## src/dmau_pkg.sv

```systemverilog
// Behaviour
// - Special registers start at 00h; unused locations up to general memory read zero.
// - Indirect window access is redirected to the address in its paired pointer.
// - First window pair reaches bank zero only; second follows the bank selector.
// - Pointer aimed at a window location: indirect read gives zero, write does nothing.
// - Pointers are read/write registers; bit 7 always reads back as one.
// - Bank selector value 00 picks bank zero, 01 picks bank one.
// - Bank one holds only the nonvolatile control register at 40h, via second pair.
// - Resets return bank zero, except watchdog time-out reset during power-down.
// - Special register addresses map to bank zero whatever bank is selected.
// - Direct-address accesses always target bank zero.
// - ALU results go to the accumulator; register moves pass through it.
// - Writing program-counter low byte jumps within the current page.
// - Modifying program-counter low byte inserts one dummy cycle.
// - Table pointer is a normal register, set before a table read.
// - Table read latches high part in table high; low byte goes to memory.
// - Table address low byte from pointer; upper bits from PC or all ones.
// - Every table instruction takes two instruction cycles.
// - Table high register is read-only; writes are ignored.
package dmau_pkg;
  localparam int DMAU_AW = 8;
  localparam int DMAU_PCW = 11;
  localparam int DMAU_TBLW = 14;
  localparam logic [6:0] DMAU_IWIN_A = 7'h00;
  localparam logic [6:0] DMAU_MPTR_A = 7'h01;
  localparam logic [6:0] DMAU_IWIN_B = 7'h02;
  localparam logic [6:0] DMAU_MPTR_B = 7'h03;
  localparam logic [6:0] DMAU_BANKSEL = 7'h04;
  localparam logic [6:0] DMAU_ACCUM = 7'h05;
  localparam logic [6:0] DMAU_PCLOW = 7'h06;
  localparam logic [6:0] DMAU_TPTR = 7'h07;
  localparam logic [6:0] DMAU_THIGH = 7'h08;
  localparam logic [6:0] DMAU_SFR_LAST = 7'h1f;
  localparam logic [6:0] DMAU_GP_FIRST = 7'h40;
  localparam logic [6:0] DMAU_NVM_CTRL = 7'h40;
  localparam logic [7:0] DMAU_MP_TOP = 8'h80;
  localparam logic [7:0] DMAU_BANK0 = 8'h00;
  localparam logic [7:0] DMAU_BANK1 = 8'h01;
  localparam logic [7:0] DMAU_ZERO = 8'h00;
  localparam logic [2:0] DMAU_LAST_PAGE = 3'h7;
  localparam int DMAU_TBL_CYCLES = 2;
  localparam int DMAU_PCL_CYCLES = 2;
  typedef enum logic [1:0] {
    DMAU_IDLE = 2'b00,
    DMAU_BUSY = 2'b01,
    DMAU_WAIT = 2'b11
  } dmau_state_t;
  typedef enum logic [1:0] {
    DMAU_TBL_NONE = 2'b00,
    DMAU_TBL_CUR = 2'b01,
    DMAU_TBL_LAST = 2'b10
  } dmau_tbl_t;
endpackage

```

## src/dmau_addr_map.sv

```systemverilog
`timescale 1ns/1ps
`default_nettype none
// Resolves a direct or indirect access to a physical bank and location
module dmau_addr_map
  import dmau_pkg::*;
(
  input wire logic [6:0] addr,
  input wire logic [7:0] mptr_a,
  input wire logic [7:0] mptr_b,
  input wire logic [7:0] bank_select,
  output logic [6:0] eff_addr,
  output logic eff_bank1,
  output logic null_access
);
  wire via_a = (addr == DMAU_IWIN_A);
  wire via_b = (addr == DMAU_IWIN_B);
  wire [6:0] ptr_lo = via_a ? mptr_a[6:0] : mptr_b[6:0];
  wire indirect = via_a | via_b;
  // Bank one only through the second window; direct and first window stay bank zero
  wire bank1_req = via_b & (bank_select == DMAU_BANK1);
  assign eff_addr = indirect ? ptr_lo : addr;
  // Special register range never reaches bank one
  assign eff_bank1 = bank1_req & (eff_addr > DMAU_SFR_LAST);
  assign null_access = indirect & ((ptr_lo == DMAU_IWIN_A) | (ptr_lo == DMAU_IWIN_B));
endmodule
`default_nettype wire

```

## src/dmau_core.sv

```systemverilog
`timescale 1ns/1ps
`default_nettype none
module dmau_core
  import dmau_pkg::*;
#(
  parameter int GP_SIZE = 64
) (
  // Clock and reset
  input wire logic SYS_CLK,
  input wire logic RST,
  input wire logic WDT_PD_RESET,
  // Data memory access from the core
  input wire logic MEM_RD,
  input wire logic MEM_WR,
  input wire logic [6:0] MEM_ADDR,
  input wire logic [7:0] MEM_WDATA,
  output logic [7:0] MEM_RDATA,
  // ALU result
  input wire logic ALU_WR,
  input wire logic [7:0] ALU_RESULT,
  // Program counter and table reads
  input wire logic [dmau_pkg::DMAU_PCW-1:0] PC_CUR,
  input wire dmau_pkg::dmau_tbl_t TBL_OP,
  input wire logic [dmau_pkg::DMAU_TBLW-1:0] PROG_WORD,
  output logic [dmau_pkg::DMAU_PCW-1:0] TBL_ADDR,
  output logic PC_JUMP,
  output logic [dmau_pkg::DMAU_PCW-1:0] PC_TARGET,
  output logic STALL,
  // State shown outward
  output logic [7:0] ACCUMULATOR,
  output logic [7:0] BANK_SELECT,
  output logic [7:0] NVM_CONTROL
);
  import dmau_pkg::*;

  logic [7:0] mem_pointer_a;
  logic [7:0] mem_pointer_b;
  logic [7:0] bank_select;
  logic [7:0] accumulator;
  logic [7:0] table_pointer;
  logic [7:0] table_high_latch;
  logic [7:0] bank1_nvm_control;
  logic [7:0] gp_mem [GP_SIZE];
  dmau_state_t state;
  dmau_state_t next_state;
  logic [7:0] tbl_low;
  logic tbl_pend;

  logic [6:0] eff_addr;
  logic eff_bank1;
  logic null_access;

  dmau_addr_map u_map (
    .addr(MEM_ADDR),
    .mptr_a(mem_pointer_a),
    .mptr_b(mem_pointer_b),
    .bank_select(bank_select),
    .eff_addr(eff_addr),
    .eff_bank1(eff_bank1),
    .null_access(null_access)
  );

  function automatic logic hit(input logic [6:0] a, input logic [6:0] r);
    hit = (a == r);
  endfunction

  wire live = ~null_access;
  wire wr_b0 = MEM_WR & live & ~eff_bank1;
  wire wr_nvm = MEM_WR & live & eff_bank1 & hit(eff_addr, DMAU_NVM_CTRL);
  // End bound one bit wider, since 40h plus 64 wraps to zero in seven bits
  wire [7:0] gp_end = 8'(int'(DMAU_GP_FIRST) + GP_SIZE);
  wire in_gp = (eff_addr >= DMAU_GP_FIRST) && ({1'b0, eff_addr} < gp_end);
  wire [5:0] gp_idx = 6'(eff_addr - DMAU_GP_FIRST);
  wire pcl_wr = wr_b0 & hit(eff_addr, DMAU_PCLOW);
  wire tbl_start = (TBL_OP != DMAU_TBL_NONE) & (state == DMAU_IDLE);
  wire [2:0] tbl_page = (TBL_OP == DMAU_TBL_LAST) ? DMAU_LAST_PAGE : PC_CUR[10:8];

  // Table low byte written to memory in the second table cycle
  wire tbl_wr = tbl_pend & (state == DMAU_BUSY);

  assign TBL_ADDR = {tbl_page, table_pointer};
  assign PC_JUMP = pcl_wr;
  assign PC_TARGET = {PC_CUR[10:8], MEM_WDATA};
  assign STALL = (state != DMAU_IDLE);
  assign ACCUMULATOR = accumulator;
  assign BANK_SELECT = bank_select;
  assign NVM_CONTROL = bank1_nvm_control;

  always_comb begin
    next_state = state;
    case (state)
      DMAU_IDLE: begin
        if (pcl_wr || tbl_start) begin
          next_state = DMAU_BUSY;
        end
      end
      DMAU_BUSY: next_state = DMAU_IDLE;
      default: next_state = DMAU_IDLE;
    endcase
  end

  logic [7:0] rd_val;
  always_comb begin
    rd_val = DMAU_ZERO;
    if (null_access) begin
      rd_val = DMAU_ZERO;
    end else if (eff_bank1) begin
      rd_val = hit(eff_addr, DMAU_NVM_CTRL) ? bank1_nvm_control : DMAU_ZERO;
    end else if (hit(eff_addr, DMAU_MPTR_A)) begin
      rd_val = mem_pointer_a | DMAU_MP_TOP;
    end else if (hit(eff_addr, DMAU_MPTR_B)) begin
      rd_val = mem_pointer_b | DMAU_MP_TOP;
    end else if (hit(eff_addr, DMAU_BANKSEL)) begin
      rd_val = bank_select;
    end else if (hit(eff_addr, DMAU_ACCUM)) begin
      rd_val = accumulator;
    end else if (hit(eff_addr, DMAU_PCLOW)) begin
      rd_val = PC_CUR[7:0];
    end else if (hit(eff_addr, DMAU_TPTR)) begin
      rd_val = table_pointer;
    end else if (hit(eff_addr, DMAU_THIGH)) begin
      rd_val = table_high_latch;
    end else if (in_gp) begin
      rd_val = gp_mem[gp_idx];
    end
  end

  always_ff @(posedge SYS_CLK) begin
    if (RST) begin
      MEM_RDATA <= DMAU_ZERO;
    end else if (MEM_RD) begin
      MEM_RDATA <= rd_val;
    end
  end

  always_ff @(posedge SYS_CLK) begin
    if (RST) begin
      state <= DMAU_IDLE;
      tbl_pend <= 1'b0;
      tbl_low <= DMAU_ZERO;
      table_high_latch <= DMAU_ZERO;
    end else begin
      state <= next_state;
      tbl_pend <= tbl_start;
      if (tbl_start) begin
        // Upper bits of the program word; low byte held for the memory write
        table_high_latch <= 8'(PROG_WORD[DMAU_TBLW-1:8]);
        tbl_low <= PROG_WORD[7:0];
      end
    end
  end

  // Watchdog wake-up from power-down keeps the selected bank
  always_ff @(posedge SYS_CLK) begin
    if (RST && !WDT_PD_RESET) begin
      bank_select <= DMAU_BANK0;
    end else if (!RST && wr_b0 && hit(eff_addr, DMAU_BANKSEL)) begin
      bank_select <= MEM_WDATA;
    end
  end

  always_ff @(posedge SYS_CLK) begin
    if (RST) begin
      mem_pointer_a <= DMAU_MP_TOP;
      mem_pointer_b <= DMAU_MP_TOP;
      table_pointer <= DMAU_ZERO;
      accumulator <= DMAU_ZERO;
      bank1_nvm_control <= DMAU_ZERO;
    end else begin
      if (wr_b0 && hit(eff_addr, DMAU_MPTR_A)) begin
        mem_pointer_a <= MEM_WDATA | DMAU_MP_TOP;
      end
      if (wr_b0 && hit(eff_addr, DMAU_MPTR_B)) begin
        mem_pointer_b <= MEM_WDATA | DMAU_MP_TOP;
      end
      if (wr_b0 && hit(eff_addr, DMAU_TPTR)) begin
        table_pointer <= MEM_WDATA;
      end
      // ALU result takes priority over a memory write to the same register
      if (ALU_WR) begin
        accumulator <= ALU_RESULT;
      end else if (wr_b0 && hit(eff_addr, DMAU_ACCUM)) begin
        accumulator <= MEM_WDATA;
      end
      if (wr_nvm) begin
        bank1_nvm_control <= MEM_WDATA;
      end
    end
  end

  // Table write target latched with the instruction address at its first cycle
  logic [5:0] tbl_idx;
  logic tbl_idx_ok;
  always_ff @(posedge SYS_CLK) begin
    if (RST) begin
      tbl_idx <= 6'h00;
      tbl_idx_ok <= 1'b0;
    end else if (tbl_start) begin
      tbl_idx <= gp_idx;
      tbl_idx_ok <= in_gp & live & ~eff_bank1;
    end
  end

  for (genvar i = 0; i < GP_SIZE; i++) begin : g_gp
    always_ff @(posedge SYS_CLK) begin
      if (tbl_wr && tbl_idx_ok && tbl_idx == 6'(i)) begin
        gp_mem[i] <= tbl_low;
      end else if (wr_b0 && in_gp && !tbl_start && gp_idx == 6'(i)) begin
        gp_mem[i] <= MEM_WDATA;
      end
    end
  end
endmodule
`default_nettype wire

```

## config.mk

```make
export PLATFORM = sky130hd
export DESIGN_NAME = dmau_core
export DESIGN_NICKNAME = d
export VERILOG_FILES = /design/src/dmau_pkg.sv /design/src/dmau_addr_map.sv /design/src/dmau_core.sv
export SDC_FILE = /design/constraint.sdc
export NUM_CORES = 1
export LEC_CHECK = 0
export ABC_CLOCK_PERIOD_IN_PS = 3200
export BUFFER_PORTS_ARGS = -buffer_cell sky130_fd_sc_hd__buf_2
export CAP_MARGIN = 20
export CORE_ASPECT_RATIO = 2
export CORE_MARGIN = 3
export CORE_UTILIZATION = 57
export CTS_CLUSTER_DIAMETER = 150
export DETAILED_ROUTE_END_ITERATION = 7
export PLACE_DENSITY_LB_ADDON = 0.25
export SKIP_LAST_GASP = 1
export SLEW_MARGIN = 20
export SYNTH_ARGS = -nofsm -noshare
export SYNTH_HDL_FRONTEND = slang
export SYNTH_SLANG_ARGS = --single-unit
export TNS_END_PERCENT = 100
```

## constraint.sdc

```tcl
create_clock -name SYS_CLK -period 3.2 [get_ports SYS_CLK]
set_clock_uncertainty 0.05 [all_clocks]
set_input_delay 0.16 -clock SYS_CLK [delete_from_list [all_inputs] [get_ports SYS_CLK]]
set_output_delay 0.16 -clock SYS_CLK [all_outputs]
set_load 0.1 [all_outputs]
```

# Word-level counts from Yosys, hierarchy flattened
# Memory sizes are Yosys's and may differ from the RTL's.
# Index checks and enable logic that the tools add are counted.
[totals]
reg_bits = 77
latchBits = 0
mem_bits_rw = 512
rom_bits = 0
output_inout_bits = 56
word_cells = 788
memories = 1
[mem_list]
columns = ["memory", "words", "word_bits", "rd", "rd_clocked_by_memory_dff", "wr", "line_no", "source"]
rows = [
  ["gp_mem", 64, 8, 1, 0, 64, "dmau_core.sv:43", "logic [7:0] gp_mem [GP_SIZE];"],
]
[classes]
add_sub_neg = 1
multipliers = 0
div_mod_pow = 0
order_cmp = 3
eq_ne = 138
shifts = 0
mux = 400
n_bitwise = 81
n_reduce_logical = 151
[ops]
columns = ["operator", "n"]
rows = [
  ["two-way mux 8 bit", 77],
  ["equality test 6 bit, second input constant", 64],
  ["two-way mux 1 bit", 320],
  ["equality test 6 x 5 -> 1 bit, second input constant", 32],
  ["logical AND 1 bit", 139],
  ["equality test 6 x 4 -> 1 bit, second input constant", 16],
  ["OR 1 bit", 66],
  ["equality test 6 x 3 -> 1 bit, second input constant", 8],
  ["equality test 7 x 3 -> 1 bit, second input constant", 4],
  ["equality test 6 x 2 -> 1 bit, second input constant", 4],
  ["equality test 7 x 2 -> 1 bit, second input constant", 3],
  ["zero test 7 bit", 2],
  ["two-way mux 7 bit", 2],
  ["AND 1 bit", 12],
  ["equality test 6 x 1 -> 1 bit, second input constant", 2],
  ["zero test 6 bit", 2],
  ["equality test 8 x 1 -> 1 bit, second input constant", 1],
  ["< comparator 7 x 8 -> 1 bit, second input constant", 1],
  ["equality test 7 x 1 -> 1 bit, second input constant", 1],
  ["equality test 7 x 4 -> 1 bit, second input constant", 1],
  ["equality test 7 bit, second input constant", 1],
  [">= comparator 7 bit, second input constant", 1],
  ["greater-than comparator 7 x 5 -> 1 bit, second input constant", 1],
  ["subtractor 6 x 1 -> 6 bit, second input constant", 1],
  ["other kinds (8)", 13],
]

# Logic depth before layout (Yosys ltp)
# Gate-level depths: netlist of the first run.
[depth]
depth_word = 15
ltp_mapped = 15
ltp_nobuf = 9

# Modules after synthesis
# A second synthesis of the first run with hierarchy kept.
[hier_totals]
hier_cells = 2186
area_unflattened_um2 = 31531.5
[by_module_without_submodules]
columns = ["module", "n_inst", "cells_each", "area_each_um2"]
rows = [
  ["dmau_core", 1, 2155, 31305.0],
  ["dmau_addr_map", 1, 31, 226.5],
]

# Least setup slack after synthesis of the first run
# No wires, ideal clock.
[synth_timing]
path_kind = "flip-flop to flip-flop"
start = "register bank_select[4], in the netlist BANK_SELECT[4]"
end = "memory gp_mem[0][0] (data pin)"
setup_time_ps = 260
arrival_time_ps = 3105
required_ps = 2890
slack_ps = -215
stages_incl_launch_ff = 11
n_path_buf = 1
synth_period_minus_slack_ps = 3415
cell_sequence = "dfxtp_1 -> nor4_1 -> and3_1 -> o2111ai_2 -> nor2b_1 -> clkbuf_1 -> nand3_2 -> nor2_1 -> nand2_1 -> nor2_2 -> mux2_2"
[synth_lines]
columns = ["element", "line_no", "source"]
rows = [
  ["start: declaration", "dmau_core.sv:38", "logic [7:0] bank_select;"],
  ["start signal: assignment", "dmau_core.sv:156", "bank_select <= DMAU_BANK0;"],
  ["start signal: assignment", "dmau_core.sv:158", "bank_select <= MEM_WDATA;"],
  ["end: declaration", "dmau_core.sv:43", ""],
]

# Worst setup path after layout of the first run
[layout_timing]
start = "register mem_pointer_b[3]"
end = "register MEM_RDATA[2]"
[layout_via]
elab_chain_cells = 14
elab_cells_between_ends = 32
[layout_lines]
columns = ["element", "line_no", "source"]
rows = [
  ["start: declaration", "dmau_core.sv:37", "logic [7:0] mem_pointer_b;"],
  ["start signal: assignment", "dmau_core.sv:174", "mem_pointer_b <= MEM_WDATA | DMAU_MP_TOP;"],
  ["two-way mux 7 bit *", "dmau_addr_map.sv:17", "wire [6:0] ptr_lo = via_a ? mptr_a[6:0] : mptr_b[6:0];"],
  ["two-way mux 7 bit", "dmau_addr_map.sv:21", "assign eff_addr = indirect ? ptr_lo : addr;"],
  ["subtractor 6 x 1 -> 6 bit (tied with other cells)", "dmau_core.sv:73", "wire [5:0] gp_idx = 6'(eff_addr - DMAU_GP_FIRST);"],
  ["memory (64 x 8 bit) or logical AND 1 bit (tied branches)", "n/a", ""],
  ["two-way mux 8 bit", "dmau_core.sv:123", "end else if (in_gp) begin"],
  ["two-way mux 8 bit", "dmau_core.sv:121", "end else if (hit(eff_addr, DMAU_THIGH)) begin"],
  ["two-way mux 8 bit", "dmau_core.sv:119", "end else if (hit(eff_addr, DMAU_TPTR)) begin"],
  ["two-way mux 8 bit", "dmau_core.sv:117", "end else if (hit(eff_addr, DMAU_PCLOW)) begin"],
  ["two-way mux 8 bit", "dmau_core.sv:115", "end else if (hit(eff_addr, DMAU_ACCUM)) begin"],
  ["two-way mux 8 bit", "dmau_core.sv:113", "end else if (hit(eff_addr, DMAU_BANKSEL)) begin"],
  ["two-way mux 8 bit", "dmau_core.sv:111", "end else if (hit(eff_addr, DMAU_MPTR_B)) begin"],
  ["two-way mux 8 bit", "dmau_core.sv:109", "end else if (hit(eff_addr, DMAU_MPTR_A)) begin"],
  ["two-way mux 8 bit", "dmau_core.sv:107", "end else if (eff_bank1) begin"],
  ["two-way mux 8 bit *", "dmau_core.sv:105", "if (null_access) begin"],
  ["end signal: assignment", "dmau_core.sv:132", "MEM_RDATA <= rd_val;"],
  ["end: declaration", "dmau_core.sv:17", "output logic [7:0] MEM_RDATA,"],
]
# Mark *: on every way between the ends. The rest lies on a longest branch, timed or not.
# A chain may end at the register's enable or synchronous reset.

==> results.cfg, run 1 <==
[status]
status = finished, violations left
violations = negative setup slack

[grt]
track_usage = 0.462
grt_pass1_wl_um = 197000
antenna_found_initial = 6
gr-total-overflow = 0
grt_pass1_vias = 27800
grt_max_degree = 66

[synth]
synth-compound-area-share = 0.0993
synth.distinct_cells = 76
yosysSeqAreaShare = 0.527
synthCells = 2746
synthFlopType = edfxtp_1
muxShareOfSynthArea = 0.230
syn-num-nets = 2802
synth_edf_count = 512
synth.cell_area_um2 = 32100
avgSynthCellArea_um2 = 11.7
async_flop_share = 0
synth_top_family_by_area = multiplexers
synth_adder_area_share = 0
synthSimpleGateAreaFrac = 0.108
ys_ff_latch = 589
ys.warnings.count = 0
synth_xor_area_frac = 0

[critical_path]
crit_path_start_kind = flip-flop
r2r_slack_ps = -160
r2r_end = MEM_RDATA[2]$_SDFFE_PP0P_
rr_startpoint = mem_pointer_b[3]$_SDFFE_PP0P_
reg2reg_depth = 15
worst_ep_arrival_time_ps = 3830
end_kind = flip-flop
cp_max_fo = 8
path_delay_family = buffers and inverters
cp.required_ps = 3670
cp_num_buf_inv = 6
cpMostUsedCell = buf_4
worstSetupPathType = flip-flop to flip-flop
cp_slowest_cell = nor4_4
crit_chain = mux2i_1 > buf_4 > nor3_1 > buf_4 > o21ai_4 > buf_4 > buf_4 > nor2_1 > buf_4 > o21ai_0 > buf_4 > o221ai_1 > nor4_4 > o21ai_2 > o31ai_2
cp_slowest_stage_delay_ps = 580

[floorplan]
core_um2 = 55600
dieArea_um2 = 59400
die_y_um = 342
die_x_um = 174
start_util = 0.578
io_pins = 112
rows = 122

[clock_network]
worstSkewPairLatency_ps = 630
cts-htree-levels = 2
cts_inserted_buffers = 54
cts_tree = yes
clockRootBuffer = clkbuf_16
cts_num_sinks = 589
clk_path_buf_depth = 3
clk_pin_slew_worst_paths_ps = 70

[detailed_routing]
ant_nets = 0
vias = 28200
vias_per_cell = 6.98
avgRoutedWirePerCell_um = 34.9
firstDrtPassIters = 6
drtIter0Drc = 3676
wirelength_um = 141000
drcViolationCount = 0

[timing]
fmax_ghz = 0.297
tns_ps = -383
setup_ws_ps = -164
hold_violations = 0
fin_crit_ps = 3360
slew_headroom = 0.263
worstMarginPinSlew_ps = 1110
finalSetupViolations = 4
fin_crit_sh = 1.05
slew_viol_final = 0
rsz0062_at_grt = true

[layout]
nets = 3298
fin_util = 0.721
multi_input_area_um2 = 14300
regArea_um2 = 16900
final.fill_count = 4104
area_growth_pct = 24.8
drive_above_1_share = 0.431

[power_and_ir_drop]
p_comb_frac = 0.140
switching_share = 0.266
power_density_nw_per_um2 = 442
p_leak_uw = 0.0155
p_sw_uw = 4700
vdd.ir_drop.worst_mv = 0.520
p_seq_frac = 0.483
clkPwrFrac = 0.377
intPower_uw = 13000

[placement]
hpwl_um = 99000
routabilityCongestion = 1.09
portBuffers = 111
post-place-ws_ps = -761

[run]
max-cap-violations = 0

[min_path]
hold_path_class = primary input to flip-flop
holdPathEnd = MEM_RDATA[0]$_SDFFE_PP0P_
hold_depth = 5
hold_start = PC_CUR[0]
## how the worst max path moves through the flow
stage,from,endpoint,slack [ps],depth (start not counted)
after floorplan,state[0]$_SDFFE_PP0P_,gp_mem[49][0]$_DFFE_PP_,50,6
after global placement,MEM_ADDR[4],MEM_RDATA[1]$_SDFFE_PP0P_,-790,14
after detailed placement,MEM_ADDR[4],MEM_RDATA[1]$_SDFFE_PP0P_,-760,14
after CTS,mem_pointer_b[3]$_SDFFE_PP0P_,MEM_RDATA[2]$_SDFFE_PP0P_,-100,12
after global routing,mem_pointer_b[1]$_SDFFE_PP0P_,MEM_RDATA[2]$_SDFFE_PP0P_,-70,13
final,mem_pointer_b[3]$_SDFFE_PP0P_,MEM_RDATA[2]$_SDFFE_PP0P_,-160,15
## routing by layer
| metal | GRT usage | vias up | share of wire |
|---|---|---|---|
| met3 | 0.0985 | 814 | 0.099 |
| li1 | - | 11400 | - |
| met2 | 0.770 | 2265 | 0.48 |
| met1 | 0.481 | 13700 | 0.30 |
| met4 | 0.428 | 2 | 0.13 |
| met5 | 0 | - | 0.000085 |
## synth_stat cells (24+ instances only)
cell type,count,area (um^2)
nor2_1,180,676
nand2_1,354,1330
a31oi_1,38,238
o22ai_1,62,388
buf_2,45,225
clkbuf_1,192,721
mux2i_1,105,1050
mux2_2,517,5820
edfxtp_1,512,15400
o21ai_0,75,375
nor2_2,34,213
dfxtp_1,77,1540
nand3_1,77,385
a21oi_1,90,450
a211oi_1,32,240
and3_1,24,150
## kinds of logic (layout without fill, tap and decap cells)
kind of cell | count (synthesis) | after routing
other cells | 0 | 5
mux | 645 | 645
buf+inv | 271 | 811
simple gates | 769 | 769
compound gates | 472 | 472
flops | 589 | 589
## per-stage QoR
stage / hold slack (ps) / total power, uW / instances / instance area (um^2)
floorplan: 246 / 9900 / 2746 / 32100
global placement: 351 / 10900 / 3884 / 37500
detailed placement: 349 / 11000 / 3884 / 37500
CTS: 0.446 / 17500 / 4015 / 39600
global route: 106 / 18000 / 4031 / 40000
finish: 21.1 / 17700 / 4035 / 40100
## layout by cell type, fill, tap and decap left out, drive strengths merged, types with 6 or more instances in the layout
| cell | instances |
|---|---|
| buf | 671 |
| mux2 | 518 |
| edfxtp | 512 |
| nand2 | 355 |
| nor2 | 215 |
| mux2i | 105 |
| o21ai | 97 |
| a21oi | 90 |
| nand3 | 78 |
| dfxtp | 77 |
| clkbuf | 66 |
| o22ai | 62 |
| a31oi | 38 |
| a211oi | 32 |
| dlygate4sd3 | 28 |
| clkinv | 25 |
| and3 | 24 |
| mux4 | 22 |
| a32oi | 22 |
| nand4 | 21 |
| nor3 | 21 |
| a22oi | 18 |
| o211ai | 18 |
| a221oi | 13 |
| nor4 | 13 |
| nand2b | 10 |
| inv | 10 |
| nor2b | 9 |
| o31ai | 9 |
| o221ai | 7 |
| a311oi | 7 |
| bufinv | 6 |
| nor3b | 6 |
| o31a | 6 |
| o2111ai | 6 |
## worst min-delay path, cell delays in order
cell	delay, ps
buf_2	80
mux2i_1	60
o21ai_0	160
a221oi_1	70
a31oi_1	110
## what timing repair did
item	in CTS	in global routing
cloned	0	4
gates resized for setup	19	41
setup endpoints to repair	139	332
endpoints found under the hold margin	55	0
pin swaps	3	13
setup buffers	3	11
hold buffers	28	0
## registers in the layout, summed over array words and instances (netlist names)
signal            count
tbl_idx               6
BANK_SELECT           8
tbl_low               8
tbl_pend              1
NVM_CONTROL           8
gp_mem              512
table_pointer         8
ACCUMULATOR           8
tbl_idx_ok            1
mem_pointer_b         7
mem_pointer_a         7
MEM_RDATA             8
table_high_latch      6
state                 1
## power groups by stage
stage	clock, uW	sequential (uW)	combinational, uW
5_1_grt	6940	8530	2530
6_report	6680	8540	2480
2_1_floorplan	0	8690	1210
4_1_cts	6670	8530	2320
3_3_place_gp	0	8700	2230
3_5_place_dp	0	8700	2260
## final cells by class
type,instances,area share
diodes,5,0.000312
clock buffers,62,0.0350
clock inverters,38,0.00884
inverters,8,0.000750
multi-input cells,1886,0.357
flip-flops and latches,589,0.423
well taps,744,0.0232
repair buffers,703,0.152
Note: power is estimated with default switching activity, not from simulation.
==> run 2, diff against run 1 <==
--- a/config.mk
+++ b/config.mk
@@ -14,6 +14,7 @@
 export CTS_CLUSTER_DIAMETER = 150
 export DETAILED_ROUTE_END_ITERATION = 7
 export PLACE_DENSITY_LB_ADDON = 0.25
+export RECOVER_POWER = 25
 export SKIP_LAST_GASP = 1
 export SLEW_MARGIN = 20
 export SYNTH_ARGS = -nofsm -noshare
==> results.cfg, run 2 (synthesis gave the netlist of run 1 again) <==
[floorplan]
start_util = 0.578
rows = 122
die_y_um = 342
io_pins = 112
core_um2 = 55600
dieArea_um2 = 59400
die_x_um = 174

[clock_network]
cts_num_sinks = 589
clk_path_buf_depth = 3
worstSkewPairLatency_ps = 640
clockRootBuffer = clkbuf_16
cts_tree = yes
cts_inserted_buffers = 54
cts-htree-levels = 2
clk_pin_slew_worst_paths_ps = 70

[timing]
slew_viol_final = 449
fin_crit_ps = 3330
fmax_ghz = 0.301
fin_crit_sh = 1.04
setup_ws_ps = -127
worstMarginPinSlew_ps = 2390
finalSetupViolations = 12
hold_violations = 0
rsz0062_at_grt = true
slew_headroom = -0.592

[layout]
drive_above_1_share = 0.404
area_growth_pct = 23.9
top_register = gp_mem
final_common_cell = mux2_2
final_cell_mix = mux2_2 (516), edfxtp_1 (512), buf_4 (441)
stdcell_area_um2 = 39800
largest_reg_flops = 512
fin_util = 0.716
nets = 3298

[power_and_ir_drop]
power.total_uw = 17700
power_density_nw_per_um2 = 446
p_leak_uw = 0.0152
vdd.ir_drop.worst_mv = 0.523

[critical_path]
path_depth = 15
r2r_slack_ps = -130
cp.required_ps = 3670
worstSetupPathType = flip-flop to flip-flop
worst_ep_arrival_time_ps = 3800
cp_slowest_cell = nor4_4
end_kind = flip-flop
cpMostUsedCell = buf_4
cp_max_fo = 8
r2r_end = MEM_RDATA[2]$_SDFFE_PP0P_
reg2reg_depth = 15
rr_startpoint = mem_pointer_b[3]$_SDFFE_PP0P_
cp_num_buf_inv = 6
crit_path_start_kind = flip-flop
path_delay_family = buffers and inverters
crit_chain = mux2i_1 > buf_4 > nor3_1 > buf_4 > o21ai_4 > buf_4 > buf_4 > nor2_1 > buf_4 > o21ai_0 > buf_4 > o221ai_1 > nor4_4 > o21ai_2 > o31ai_2
cp_slowest_stage_delay_ps = 580

[detailed_routing]
drtIter0Drc = 3715
vias = 28100
ant_nets = 0
drcViolationCount = 0
avgRoutedWirePerCell_um = 34.9
firstDrtPassIters = 8
vias_per_cell = 6.96
wirelength_um = 141000

[min_path]
hold_path_class = primary input to flip-flop
hold_start = PC_CUR[0]
holdPathEnd = MEM_RDATA[0]$_SDFFE_PP0P_
hold_depth = 5

[grt]
antenna_found_initial = 6
track_usage = 0.462
gr-total-overflow = 0
grt_pass1_vias = 27800
grt_pass1_wl_um = 197000
grt_max_degree = 66

[status]
violations = max-capacitance violations, max-slew violations, negative setup slack
status = finished, violations left

[placement]
placed_cell_area_um2 = 37500
hpwl_um = 99000
routabilityCongestion = 1.09
portBuffers = 111

[run]
max-cap-violations = 9
run 2: worst max path at each step:
stage	startpoint	endpoint
finish	mem_pointer_b[3]$_SDFFE_PP0P_	MEM_RDATA[2]$_SDFFE_PP0P_
global route	mem_pointer_a[4]$_SDFFE_PP0P_	MEM_RDATA[2]$_SDFFE_PP0P_
CTS	mem_pointer_b[3]$_SDFFE_PP0P_	MEM_RDATA[2]$_SDFFE_PP0P_
detailed placement	MEM_ADDR[4]	MEM_RDATA[1]$_SDFFE_PP0P_
global placement	MEM_ADDR[4]	MEM_RDATA[1]$_SDFFE_PP0P_
floorplan	state[0]$_SDFFE_PP0P_	gp_mem[49][0]$_DFFE_PP_
run 2: metal layers:
layer  vias to the layer above  GRT usage  part of all wire
li1                      11400          -                 -
met1                     13700      0.481              0.30
met2                      2218      0.770              0.48
met3                       782     0.0985              0.10
met4                         4      0.428              0.12
met5                         -          0           0.00022
run 2: worst min-delay path, delay by kind of cell:
| family | cells | cell delay (ps) |
|---|---|---|
| AOI/OAI and AO/OA | 3 | 340 |
| buffers and inverters | 1 | 80 |
| muxes | 1 | 60 |
run 2: timing repair:
item                                    4_1_cts  5_1_grt
endpoints found under the setup margin      139      332
pin swaps                                     3       13
gates cloned                                  0        4
hold buffers                                 28        0
setup buffers                                 3       11
resized for setup                            19       41
hold endpoints to repair                     55        0
run 2: layout make-up:
| class | count | area (um^2) |
|---|---|---|
| clock buffers | 62 | 1400 |
| multi-input cells | 1886 | 14300 |
| flip-flops and latches | 589 | 16900 |
| inverters | 8 | 30.0 |
| diodes | 3 | 7.51 |
| fillers | 4166 | 15800 |
| repair buffers | 703 | 5840 |
| well taps | 744 | 931 |
| clock inverters | 38 | 354 |
run 2: power by group:
group / switching, uW / total [uW] / leakage [uW] / internal, uW
logic: 1520 / 2480 / 0.00914 / 959
registers: 129 / 8540 / 0.00518 / 8410
clock network: 3060 / 6690 / 0.000855 / 3630
run 2: metrics by stage:
stage | setup slack, ps | hold WS, ps | TNS, ps | instances
6_report | -127 | 21.9 | -587 | 4033
5_1_grt | -71.5 | 106 | -790 | 4031
4_1_cts | -95.6 | 0.446 | -95.6 | 4015
3_5_place_dp | -761 | 349 | -80250 | 3884
3_3_place_gp | -791 | 351 | -72960 | 3884
2_1_floorplan | 51.5 | 246 | 0 | 2746
